$ cat config.mk
export PLATFORM = sky130hd
export DESIGN_NAME = sspc_top
export DESIGN_NICKNAME = d
export VERILOG_FILES = /design/src/design/sspc_pkg.sv /design/src/design/sspc_ibuf.sv /design/src/design/sspc_top.sv /design/src/design/sspc_wbuf.sv
export SDC_FILE = /design/constraint.sdc
export NUM_CORES = 2
export LEC_CHECK = 0
export ABC_CLOCK_PERIOD_IN_PS = 14270
export BUFFER_PORTS_ARGS = -buffer_cell sky130_fd_sc_hd__buf_2
export CAP_MARGIN = 20
export CELL_PAD_IN_SITES_DETAIL_PLACEMENT = 1
export CELL_PAD_IN_SITES_GLOBAL_PLACEMENT = 1
export CORE_ASPECT_RATIO = 2
export CORE_MARGIN = 2
export CORE_UTILIZATION = 35
export DETAILED_ROUTE_END_ITERATION = 16
export GPL_TIMING_DRIVEN = 0
export PLACE_DENSITY_LB_ADDON = 0.1
export SYNTH_ARGS = -nofsm -noshare
export SYNTH_HDL_FRONTEND = slang
export SYNTH_SLANG_ARGS = --single-unit
$ cat constraint.sdc
create_clock -name REF_CLK -period 14.27 [get_ports REF_CLK]
set_input_delay 0 -clock REF_CLK [delete_from_list [all_inputs] [get_ports REF_CLK]]
set_output_delay 0 -clock REF_CLK [all_outputs]
set_load 0.01 [all_outputs]
$ cat src/design/sspc_pkg.sv
// Shared constants and types for the dual-issue pipeline control block
package sspc_pkg;
  // ==================================================
  // Sizes
  localparam int NPIPE      = 2;
  localparam int NSTAGE     = 6;
  localparam int IBUF_DEPTH = 8;
  localparam int IBUF_AW    = 3;
  localparam int IBUF_CW    = 4;
  localparam int WBUF_DEPTH = 4;
  localparam int WBUF_AW    = 2;
  localparam int WBUF_CW    = 3;
  localparam int IMM_W      = 24;
  // ==================================================
  // Integer pipeline stage indexes
  localparam int ST_DS = 0;
  localparam int ST_AG = 1;
  localparam int ST_OF = 2;
  localparam int ST_EX = 3;
  localparam int ST_DA = 4;
  localparam int ST_WB = 5;
  // ==================================================
  // Addresses
  localparam logic [31:0] RESET_PC   = 32'h0000_0000;
  localparam logic [31:0] EMU_VECTOR = 32'h0000_0100;
  localparam logic [31:0] INSN_BYTES = 32'h0000_0004;
  // ==================================================
  // Instruction word kind field
  localparam int KIND_MSB = 31;
  localparam int KIND_LSB = 29;
  localparam logic [2:0] K_ALU   = 3'h0;
  localparam logic [2:0] K_LOAD  = 3'h1;
  localparam logic [2:0] K_STORE = 3'h2;
  localparam logic [2:0] K_FP    = 3'h4;
  localparam logic [2:0] K_FPMEM = 3'h5;
  // ==================================================
  // Fixed-length pre-decoded instruction
  typedef struct packed {
    logic [31:0]      pc;
    logic [IMM_W-1:0] imm;
    logic             rd;
    logic             st;
    logic             fp;
    logic             emu;
  } sspc_pdi_s;
  // Write buffer entry
  typedef struct packed {
    logic [31:0] addr;
    logic [31:0] data;
  } sspc_wr_s;
  // Variable word to fixed control format
  function automatic sspc_pdi_s sspc_predecode(input logic [31:0] pc,
                                               input logic [31:0] w);
    sspc_pdi_s r;
    logic [2:0] k;
    k     = w[KIND_MSB:KIND_LSB];
    r.pc  = pc;
    r.imm = w[IMM_W-1:0];
    r.rd  = (k == K_LOAD) || (k == K_FPMEM);
    r.st  = (k == K_STORE);
    r.fp  = (k == K_FP) || (k == K_FPMEM);
    r.emu = !((k == K_ALU) || r.rd || r.st || r.fp);
    return r;
  endfunction
endpackage

$ cat src/design/sspc_ibuf.sv
// Instruction buffer queue with dual-entry drain
`timescale 1ns/1ps
module sspc_ibuf (
  // Clock and reset
  input  wire logic                clk,
  input  wire logic                rst_n,
  // Control
  input  wire logic                flush,
  // Fill side
  input  wire logic                in_valid,
  output logic                     in_ready,
  input  wire sspc_pkg::sspc_pdi_s in_data,
  // Drain side
  output logic                     out0_valid,
  output sspc_pkg::sspc_pdi_s      out0_data,
  output logic                     out1_valid,
  output sspc_pkg::sspc_pdi_s      out1_data,
  input  wire logic [1:0]          pop_cnt
);
  import sspc_pkg::*;
  sspc_pdi_s          mem [IBUF_DEPTH];
  logic [IBUF_AW-1:0] wr_ptr;
  logic [IBUF_AW-1:0] rd_ptr;
  logic [IBUF_CW-1:0] count;
  logic               push;
  // Status and head entries
  assign in_ready   = (count != IBUF_CW'(IBUF_DEPTH));
  assign push       = in_valid & in_ready & !flush;
  assign out0_valid = (count != IBUF_CW'(0));
  assign out1_valid = (count > IBUF_CW'(1));
  assign out0_data  = mem[rd_ptr];
  assign out1_data  = mem[IBUF_AW'(rd_ptr + IBUF_AW'(1))];
  // Storage
  always_ff @(posedge clk) begin
    if (push) begin
      mem[wr_ptr] <= in_data;
    end
  end
  // Pointers and occupancy
  always_ff @(posedge clk or negedge rst_n) begin
    if (!rst_n) begin
      wr_ptr <= '0;
      rd_ptr <= '0;
      count  <= '0;
    end else if (flush) begin
      wr_ptr <= '0;
      rd_ptr <= '0;
      count  <= '0;
    end else begin
      wr_ptr <= IBUF_AW'(wr_ptr + IBUF_AW'(push));
      rd_ptr <= IBUF_AW'(rd_ptr + IBUF_AW'(pop_cnt));
      count  <= IBUF_CW'(count + IBUF_CW'(push) - IBUF_CW'(pop_cnt));
    end
  end
endmodule // sspc_ibuf

$ cat src/design/sspc_top.sv
// Dual-issue pipeline control: fetch, issue, integer pipes, FPU hand-off
`timescale 1ns/1ps
module sspc_top (
  // Clock and reset
  input  wire logic                REF_CLK,
  input  wire logic                RST_B,
  // Mode switches
  input  wire logic                DUAL_DIS,
  input  wire logic                FPU_DIS,
  // Instruction fetch port
  output logic                     FETCH_REQ,
  output logic [31:0]              FETCH_ADDR,
  input  wire logic                FETCH_ACK,
  input  wire logic [31:0]         FETCH_DATA,
  // Branch cache port
  output logic                     BC_LOOKUP,
  output logic [31:0]              BC_ADDR,
  input  wire logic                BC_HIT,
  input  wire logic [31:0]         BC_TARGET,
  // Operand read port
  output logic                     RD_REQ,
  output logic [31:0]              RD_ADDR,
  input  wire logic                RD_ACK,
  input  wire logic [31:0]         RD_DATA,
  // Floating-point unit hand-off
  output logic                     FPU_VALID,
  input  wire logic                FPU_READY,
  output logic [31:0]              FPU_PC,
  output logic [31:0]              FPU_OPND,
  // Bus controller write port
  output logic                     BUS_WR_VALID,
  input  wire logic                BUS_WR_READY,
  output sspc_pkg::sspc_wr_s       BUS_WR,
  // Status
  output logic [1:0]               RETIRE,
  output logic                     EMU_TRAP,
  output logic [31:0]              EMU_PC,
  output logic                     HOLD
);
  import sspc_pkg::*;

  // ==================================================
  // Declarations
  // Fetch pipeline
  logic        ia_v;
  logic [31:0] ia_pc;
  logic        bc_pend;
  logic        if_v;
  logic [31:0] if_pc;
  logic        ed_v;
  logic [31:0] ed_pc;
  logic [31:0] ed_word;
  logic        ib_v;
  sspc_pdi_s   ib_i;
  logic        redirect;
  logic        move_ia;
  logic        move_if;
  logic        move_ed;
  logic        move_ib;
  logic        free_if;
  logic        free_ed;
  logic        free_ib;
  // Instruction buffer
  logic        ibuf_rdy;
  logic        head0_v;
  logic        head1_v;
  sspc_pdi_s   head0;
  sspc_pdi_s   head1;
  logic [1:0]  pop_cnt;
  // Issue
  logic        issue_ok;
  logic        pair_ok;
  logic        issue_v [NPIPE];
  sspc_pdi_s   issue_i [NPIPE];
  // Integer pipes
  logic        st_v [NPIPE][NSTAGE];
  sspc_pdi_s   st_i [NPIPE][NSTAGE];
  logic [31:0] st_d [NPIPE][NSTAGE];
  // Hold and hand-off
  logic        hold;
  logic        rd_need;
  logic        rd_take;
  logic        rd_done;
  logic        fp_need;
  logic        fp_done;
  logic        fp_take;
  logic        wb_need;
  logic        wb_done;
  logic        wb_rdy;
  logic        wb_push;
  logic        trap_cand;
  logic        trap_fire;
  sspc_wr_s    wb_entry;

  // ==================================================
  // Fetch pipeline control
  // hit discards successor
  assign redirect = bc_pend & BC_HIT;
  assign move_ib  = ib_v & ibuf_rdy;
  assign free_ib  = !ib_v | move_ib;
  assign move_ed  = ed_v & free_ib;
  assign free_ed  = !ed_v | move_ed;
  assign move_if  = if_v & FETCH_ACK & free_ed;
  assign free_if  = !if_v | move_if;
  assign move_ia  = ia_v & free_if & !redirect & !trap_fire;

  // Branch cache and fetch requests
  // lookup per fetch address
  assign BC_LOOKUP  = move_ia;
  assign BC_ADDR    = ia_pc;
  assign FETCH_REQ  = if_v;
  assign FETCH_ADDR = if_pc;

  // Stage 1: next instruction address
  always_ff @(posedge REF_CLK or negedge RST_B) begin
    if (!RST_B) begin
      ia_v  <= 1'b0;
      ia_pc <= RESET_PC;
    end else begin
      ia_v <= 1'b1;
      if (trap_fire) begin
        ia_pc <= EMU_VECTOR;
      end else if (redirect) begin
        ia_pc <= BC_TARGET;
      end else if (move_ia) begin
        ia_pc <= ia_pc + INSN_BYTES;
      end
    end
  end

  // Pending branch cache answer
  always_ff @(posedge REF_CLK or negedge RST_B) begin
    if (!RST_B) begin
      bc_pend <= 1'b0;
    end else begin
      bc_pend <= move_ia;
    end
  end

  // Stage 2: instruction read from memory
  // no stage skipped
  always_ff @(posedge REF_CLK or negedge RST_B) begin
    if (!RST_B) begin
      if_v  <= 1'b0;
      if_pc <= RESET_PC;
    end else if (trap_fire) begin
      if_v <= 1'b0;
    end else if (free_if) begin
      if_v <= move_ia;
      if (move_ia) begin
        if_pc <= ia_pc;
      end
    end
  end

  // Stage 3: raw word held for early decode
  // stage ordering
  always_ff @(posedge REF_CLK or negedge RST_B) begin
    if (!RST_B) begin
      ed_v    <= 1'b0;
      ed_pc   <= RESET_PC;
      ed_word <= '0;
    end else if (trap_fire) begin
      ed_v <= 1'b0;
    end else if (free_ed) begin
      ed_v <= move_if;
      if (move_if) begin
        ed_pc   <= if_pc;
        ed_word <= FETCH_DATA;
      end
    end
  end

  // Stage 4: pre-decoded entry toward the buffer
  // fixed format decode
  always_ff @(posedge REF_CLK or negedge RST_B) begin
    if (!RST_B) begin
      ib_v <= 1'b0;
      ib_i <= '0;
    end else if (trap_fire) begin
      ib_v <= 1'b0;
    end else if (free_ib) begin
      ib_v <= move_ed;
      if (move_ed) begin
        ib_i <= sspc_predecode(ed_pc, ed_word);
      end
    end
  end

  // ==================================================
  // Instruction buffer
  // decoupling queue
  sspc_ibuf u_ibuf (
    .clk        (REF_CLK),
    .rst_n      (RST_B),
    .flush      (trap_fire),
    .in_valid   (ib_v),
    .in_ready   (ibuf_rdy),
    .in_data    (ib_i),
    .out0_valid (head0_v),
    .out0_data  (head0),
    .out1_valid (head1_v),
    .out1_data  (head1),
    .pop_cnt    (pop_cnt)
  );

  // ==================================================
  // Issue control
  // Second pipe takes only plain register operations
  assign pair_ok  = !head1.rd & !head1.st & !head1.fp & !head1.emu;
  assign issue_ok = !hold & !trap_fire;
  assign issue_v[0] = issue_ok & head0_v;
  assign issue_v[1] = issue_v[0] & head1_v & !DUAL_DIS & pair_ok;
  assign issue_i[0] = head0;
  assign issue_i[1] = head1;
  assign pop_cnt    = 2'(issue_v[0]) + 2'(issue_v[1]);

  // ==================================================
  // Emulation diverts
  // divert to emulation
  assign trap_cand = st_v[0][ST_DS] &
                     (st_i[0][ST_DS].emu | (st_i[0][ST_DS].fp & FPU_DIS));
  assign trap_fire = trap_cand & !hold;

  // Trap report
  always_ff @(posedge REF_CLK or negedge RST_B) begin
    if (!RST_B) begin
      EMU_TRAP <= 1'b0;
      EMU_PC   <= RESET_PC;
    end else begin
      EMU_TRAP <= trap_fire;
      if (trap_fire) begin
        EMU_PC <= st_i[0][ST_DS].pc;
      end
    end
  end

  // ==================================================
  // Integer pipes
  for (genvar p = 0; p < NPIPE; p++) begin : g_pipe
    always_ff @(posedge REF_CLK or negedge RST_B) begin
      if (!RST_B) begin
        st_v[p] <= '{default: 1'b0};
      end else if (!hold) begin
        st_v[p][ST_DS] <= issue_v[p];
        st_v[p][ST_AG] <= st_v[p][ST_DS] & !trap_fire;
        for (int s = ST_OF; s < NSTAGE; s++) begin
          st_v[p][s] <= st_v[p][s-1];
        end
      end
    end

    // Instruction control and data move with the valids
    always_ff @(posedge REF_CLK or negedge RST_B) begin
      if (!RST_B) begin
        st_i[p] <= '{default: '0};
        st_d[p] <= '{default: '0};
      end else if (!hold) begin
        st_i[p][ST_DS] <= issue_i[p];
        for (int s = ST_AG; s < NSTAGE; s++) begin
          st_i[p][s] <= st_i[p][s-1];
        end
        st_d[p][ST_DS] <= '0;
        // Effective address from the displacement
        st_d[p][ST_AG] <= 32'(st_i[p][ST_DS].imm);
        st_d[p][ST_OF] <= st_d[p][ST_AG];
        st_d[p][ST_EX] <= (p == 0 && rd_take) ? RD_DATA : st_d[p][ST_OF];
        // Execute: add displacement to operand
        st_d[p][ST_DA] <= st_d[p][ST_EX] + 32'(st_i[p][ST_EX].imm);
        st_d[p][ST_WB] <= st_d[p][ST_DA];
      end else if (p == 0 && rd_take) begin
        // Operand captured while another hold persists
        st_d[p][ST_OF] <= RD_DATA;
      end
    end
  end

  // ==================================================
  // Operand fetch and FPU hand-off (first pipe only)
  assign rd_need = st_v[0][ST_OF] & st_i[0][ST_OF].rd & !rd_done;
  assign rd_take = rd_need & RD_ACK;
  assign RD_REQ  = rd_need;
  assign RD_ADDR = st_d[0][ST_OF];
  assign fp_need   = st_v[0][ST_OF] & st_i[0][ST_OF].fp & !fp_done;
  assign FPU_VALID = fp_need & (!st_i[0][ST_OF].rd | rd_done);
  assign FPU_PC    = st_i[0][ST_OF].pc;
  assign FPU_OPND  = st_d[0][ST_OF];
  assign fp_take   = FPU_VALID & FPU_READY;

  // ==================================================
  // Write-back and write buffer
  assign wb_need       = st_v[0][ST_WB] & st_i[0][ST_WB].st & !wb_done;
  assign wb_push       = wb_need & wb_rdy;
  assign wb_entry.addr = 32'(st_i[0][ST_WB].imm);
  assign wb_entry.data = st_d[0][ST_WB];

  sspc_wbuf u_wbuf (
    .clk       (REF_CLK),
    .rst_n     (RST_B),
    .in_valid  (wb_need),
    .in_ready  (wb_rdy),
    .in_data   (wb_entry),
    .out_valid (BUS_WR_VALID),
    .out_ready (BUS_WR_READY),
    .out_data  (BUS_WR)
  );

  // ==================================================
  // Pipeline hold
  // keep data until accepted
  assign hold = (rd_need & !RD_ACK) |
                (fp_need & !fp_take) |
                (wb_need & !wb_rdy);
  assign HOLD = hold;

  // Completed side actions, so none repeats under hold
  // no duplicates
  always_ff @(posedge REF_CLK or negedge RST_B) begin
    if (!RST_B) begin
      rd_done <= 1'b0;
      fp_done <= 1'b0;
      wb_done <= 1'b0;
    end else if (hold) begin
      rd_done <= rd_done | rd_take;
      fp_done <= fp_done | fp_take;
      wb_done <= wb_done | wb_push;
    end else begin
      rd_done <= 1'b0;
      fp_done <= 1'b0;
      wb_done <= 1'b0;
    end
  end

  // Retirement pulses per pipe
  always_ff @(posedge REF_CLK or negedge RST_B) begin
    if (!RST_B) begin
      RETIRE <= 2'h0;
    end else begin
      RETIRE[0] <= st_v[0][ST_WB] & !hold;
      RETIRE[1] <= st_v[1][ST_WB] & !hold;
    end
  end
endmodule // sspc_top

$ cat src/design/sspc_wbuf.sv
// Four-entry write buffer toward the bus controller
`timescale 1ns/1ps
module sspc_wbuf (
  // Clock and reset
  input  wire logic               clk,
  input  wire logic               rst_n,
  // Fill side
  input  wire logic               in_valid,
  output logic                    in_ready,
  input  wire sspc_pkg::sspc_wr_s in_data,
  // Drain side
  output logic                    out_valid,
  input  wire logic               out_ready,
  output sspc_pkg::sspc_wr_s      out_data
);
  import sspc_pkg::*;
  sspc_wr_s           mem [WBUF_DEPTH];
  logic [WBUF_AW-1:0] wr_ptr;
  logic [WBUF_AW-1:0] rd_ptr;
  logic [WBUF_CW-1:0] count;
  logic               push;
  logic               pop;
  // Status
  assign in_ready  = (count != WBUF_CW'(WBUF_DEPTH));
  assign out_valid = (count != WBUF_CW'(0));
  assign push      = in_valid & in_ready;
  assign pop       = out_valid & out_ready;
  assign out_data  = mem[rd_ptr];
  // Storage, reset so the bus port never shows unknowns
  always_ff @(posedge clk or negedge rst_n) begin
    if (!rst_n) begin
      mem <= '{default: '0};
    end else if (push) begin
      mem[wr_ptr] <= in_data;
    end
  end
  // Pointers and occupancy
  always_ff @(posedge clk or negedge rst_n) begin
    if (!rst_n) begin
      wr_ptr <= '0;
      rd_ptr <= '0;
      count  <= '0;
    end else begin
      wr_ptr <= WBUF_AW'(wr_ptr + WBUF_AW'(push));
      rd_ptr <= WBUF_AW'(rd_ptr + WBUF_AW'(pop));
      count  <= WBUF_CW'(count + WBUF_CW'(push) - WBUF_CW'(pop));
    end
  end
endmodule // sspc_wbuf

==> impl_metrics.py <==
metrics = {
    "timing": {
        "hold_viol": 0,
        "finalSetupViolCount": 0,
        "fin_crit_ns": 4.456,
        "fmax_mhz": 224.4,
        "finClkSkew_ns": 0.05049,
        "tightest_slew_ns": 1.207,
        "rsz0062_at_grt": "no",
        "slew-limit-headroom_pct": 19.54,
        "holdWs_ns": 0.06073,
        "setup_ws_ns": 9.814,
        "period_share_pct": 31.23,
        "finalMaxSlewViolations": 0,
    },
    "setup_path": {
        "timing_worst_setup_path_type": "flip-flop to flip-flop",
        "cp.arrival_ns": 4.95,
        "critPathMostFrequentCell": "buf_6",
        "crit_slowest_cell": "nor3_2",
        "cp_num_buf_inv": 6,
        "cp-end-kind": "flip-flop",
        "path_cells": "or3b_1, o22a_1, nor2b_1, nand3_2, inv_2, buf_2, nor2_1, nand2_1, nor3_2, buf_6, buf_6, buf_4, buf_6",
        "cp.required_ns": 14.76,
        "critPathMaxFanout": 10,
        "crit_path_max_incr_delay_ns": 0.67,
        "cp_top_family": "simple AND/OR/NAND/NOR gates",
        "crit_path_start_kind": "flip-flop",
    },
    "power_and_ir_drop": {
        "p_leak_nw": 28.68,
        "finalPower_mw": 15.59,
        "p_per_area_nw_per_um2": 236.0,
        "ir_worst_vdd_mv": 0.1203,
    },
    "placed_design": {
        "dpl.cell_count": 6452,
        "gp_congestion": 0.8995,
        "io_buffers": 356,
        "dp_hpwl_mm": 121.6,
        "place_ws_ns": 9.658,
    },
    "clock_tree": {
        "cts_buffer_depth": 4,
        "cts_tree": "built",
        "clk_latency_ns": 0.79,
        "clk_pin_slew_ns": 0.06,
        "cts_setup_buffers": 0,
        "cts_root_buffer": "clkbuf_16",
        "numCtsBuffers": 140,
        "cts_sinks": 1340,
        "htree_levels": 4,
        "ctsResizeCount": 0,
    },
    "layout": {
        "finish.utilization_pct": 42.77,
        "multi_input_area_sq_um": 16730,
        "fin_nets": 4858,
        "final.fill_count": 15990,
        "final-seq-area_sq_um": 35930,
        "drive_gt1_share_pct": 26.93,
        "final_cells": 6867,
        "area_growth_syn_to_layout_pct": 21.35,
    },
    "synthesis": {
        "synth_seq_cells": 1340,
        "synth_area_sq_um": 54420,
        "synth_cells": 3983,
        "synth_warnings": 0,
        "async_flop_share_pct": 64.18,
        "avgSynthCellArea_sq_um": 13.66,
        "synth_flop_cell": "dfrtp_1",
        "ys_seq_area_share_pct": 66.03,
        "synth_edf_count": 480,
        "synth_cell_type_count": 69,
    },
    "routing": {
        "viasPerCell": 4.906,
        "drt-total-wl_mm": 165.7,
        "drc": 0,
        "drt_iter0_markers": 1598,
        "ant_nets": 0,
        "vias": 33690,
        "wl_per_cell_um": 24.13,
        "drt-pass1-iter-count": 5,
    },
    "floorplanning": {
        "dieArea_sq_um": 158900,
        "core-area_sq_um": 154400,
        "io_pins": 370,
        "die_y_um": 561.7,
        "initial_core_util_pct": 35.24,
        "die_width_um": 282.8,
        "row_count": 204,
    },
    "grt": {
        "grt_overflow_total": 0,
        "grt_pass1_wl_mm": 246.6,
        "grt_use_total_pct": 21.20,
        "antenna_found_initial": 2,
        "first_global_vias": 37310,
        "grt_max_degree": 116,
    },
    "min_path": {
        "hold_class": "input port to flip-flop",
    },
    "outcome": {
        "status": "completed",
    },
    "run": {
        "cap_violations": 0,
    },
}
## metrics by stage
step,TNS (ns),area [sq um]
CTS,0,65950
global placement,-5782.20,58810
detailed placement,0,59750
global route,0,66040
floorplan,0,54450
finish,0,66040
## tightest hold or removal path: stages
cell and delay, ns:
dlygate4sd3_1 0.51, buf_2 0.09, o21ai_0 0.07, a21oi_1 0.12
## cells in the mapped netlist, drive strengths merged (32+ instances only)
master | count | area share, %
mux2 | 372 | 7.7
nor2 | 144 | 0.99
a31oi | 62 | 0.71
dfrtp | 860 | 40
xor2 | 35 | 0.56
ha | 41 | 0.94
o21ai | 101 | 0.93
a21oi | 84 | 0.77
inv | 36 | 0.25
clkbuf | 120 | 0.83
nand2 | 1028 | 7.1
mux4 | 177 | 7.3
edfxtp | 480 | 26
buf | 193 | 2.3
mux2i | 32 | 0.59
## final cells by class
cell class              count  area share (%)
plain buffers             313           2.578
inverters                  37          0.2103
clock inverters            43          0.7919
well taps                2060           3.903
clock buffers             196           6.025
repair buffers            576           6.741
multi-input cells        2300           25.33
flip-flops and latches   1340           54.41
diodes                      2        0.007578
## metal layers
metal	vias to the layer above	global-route usage (%)	part of all wire [%]
li1	15330	-	-
met1	17370	22.06	36
met2	685	41.17	56
met3	302	2.816	3.4
met4	0	9.808	5.0
met5	-	0	0
## kinds of logic after synthesis
family | synth area share (%)
DFF | 66.03
adders and majority gates | 1.090
and+or+nand+nor | 9.529
muxes | 15.61
AOI/OAI and AO/OA | 3.414
xor gates and xnor gates | 0.9334
other | 0.01380
buffers and inverters | 3.382
## worst paths after layout
| path | startpoint | to | slack (ns) | depth (start not counted) |
|---|---|---|---|---|
| setup / recovery | u_wbuf.count[1] | u_ibuf.mem[1][33] | 9.81 | 13 |
| setup reg to reg | u_wbuf.count[1] | u_ibuf.mem[1][33] | 9.81 | 13 |
| min in group asynchronous | RST_B | st_i[438] | 0.45 | 4 |
| hold / removal | BC_TARGET[15] | BC_ADDR[15] | 0.06 | 4 |
| max in group asynchronous | RST_B | BC_ADDR[11] | 12.12 | 6 |
| hold reg to reg | st_i[440] | st_i[380] | 0.46 | 2 |
## flip-flops by register name, summed over array words and instances (netlist names), 2 cells and up
name and cells:
u_ibuf.mem 480, u_wbuf.mem 224, st_i 197, st_d 120, ib_i 60, BC_ADDR 32
EMU_PC 32, FETCH_ADDR 32, FPU_OPND 32, FPU_PC 32, ed_pc 32, ed_word 27
st_v 12, u_ibuf.count 4, u_ibuf.rd_ptr 3, u_ibuf.wr_ptr 3, u_wbuf.count 3, RETIRE 2
u_wbuf.rd_ptr 2, u_wbuf.wr_ptr 2
## cell usage in the layout, fill, tap and decap left out, drive strengths merged, types with 13 or more instances in the layout
master	instances
o21ai	101
nand2	1028
dfrtp	860
a211oi	14
nor3	19
a31oi	62
nand3	26
buf	602
nor2	144
mux4	177
a21oi	84
mux2i	32
clkbuf	316
mux2	372
ha	41
dlygate4sd3	167
inv	38
edfxtp	480
xor2	35
clkinv	28
nand4	13
and2	13
xnor2	23
## what timing repair did
| action | 4_1_cts | 5_1_grt |
|---|---|---|
| endpoints found under the setup margin | 0 | 0 |
| hold endpoints to repair | 252 | 0 |
| hold buffers | 168 | 0 |
## power by group
part / internal [mW] / leakage, nW / switching [mW]
logic: 2.31 / 11.3 / 3.15
clock network: 2.15 / 2.20 / 1.53
registers: 5.36 / 15.2 / 1.09
No activity file was read; power rests on OpenSTA's default activity.
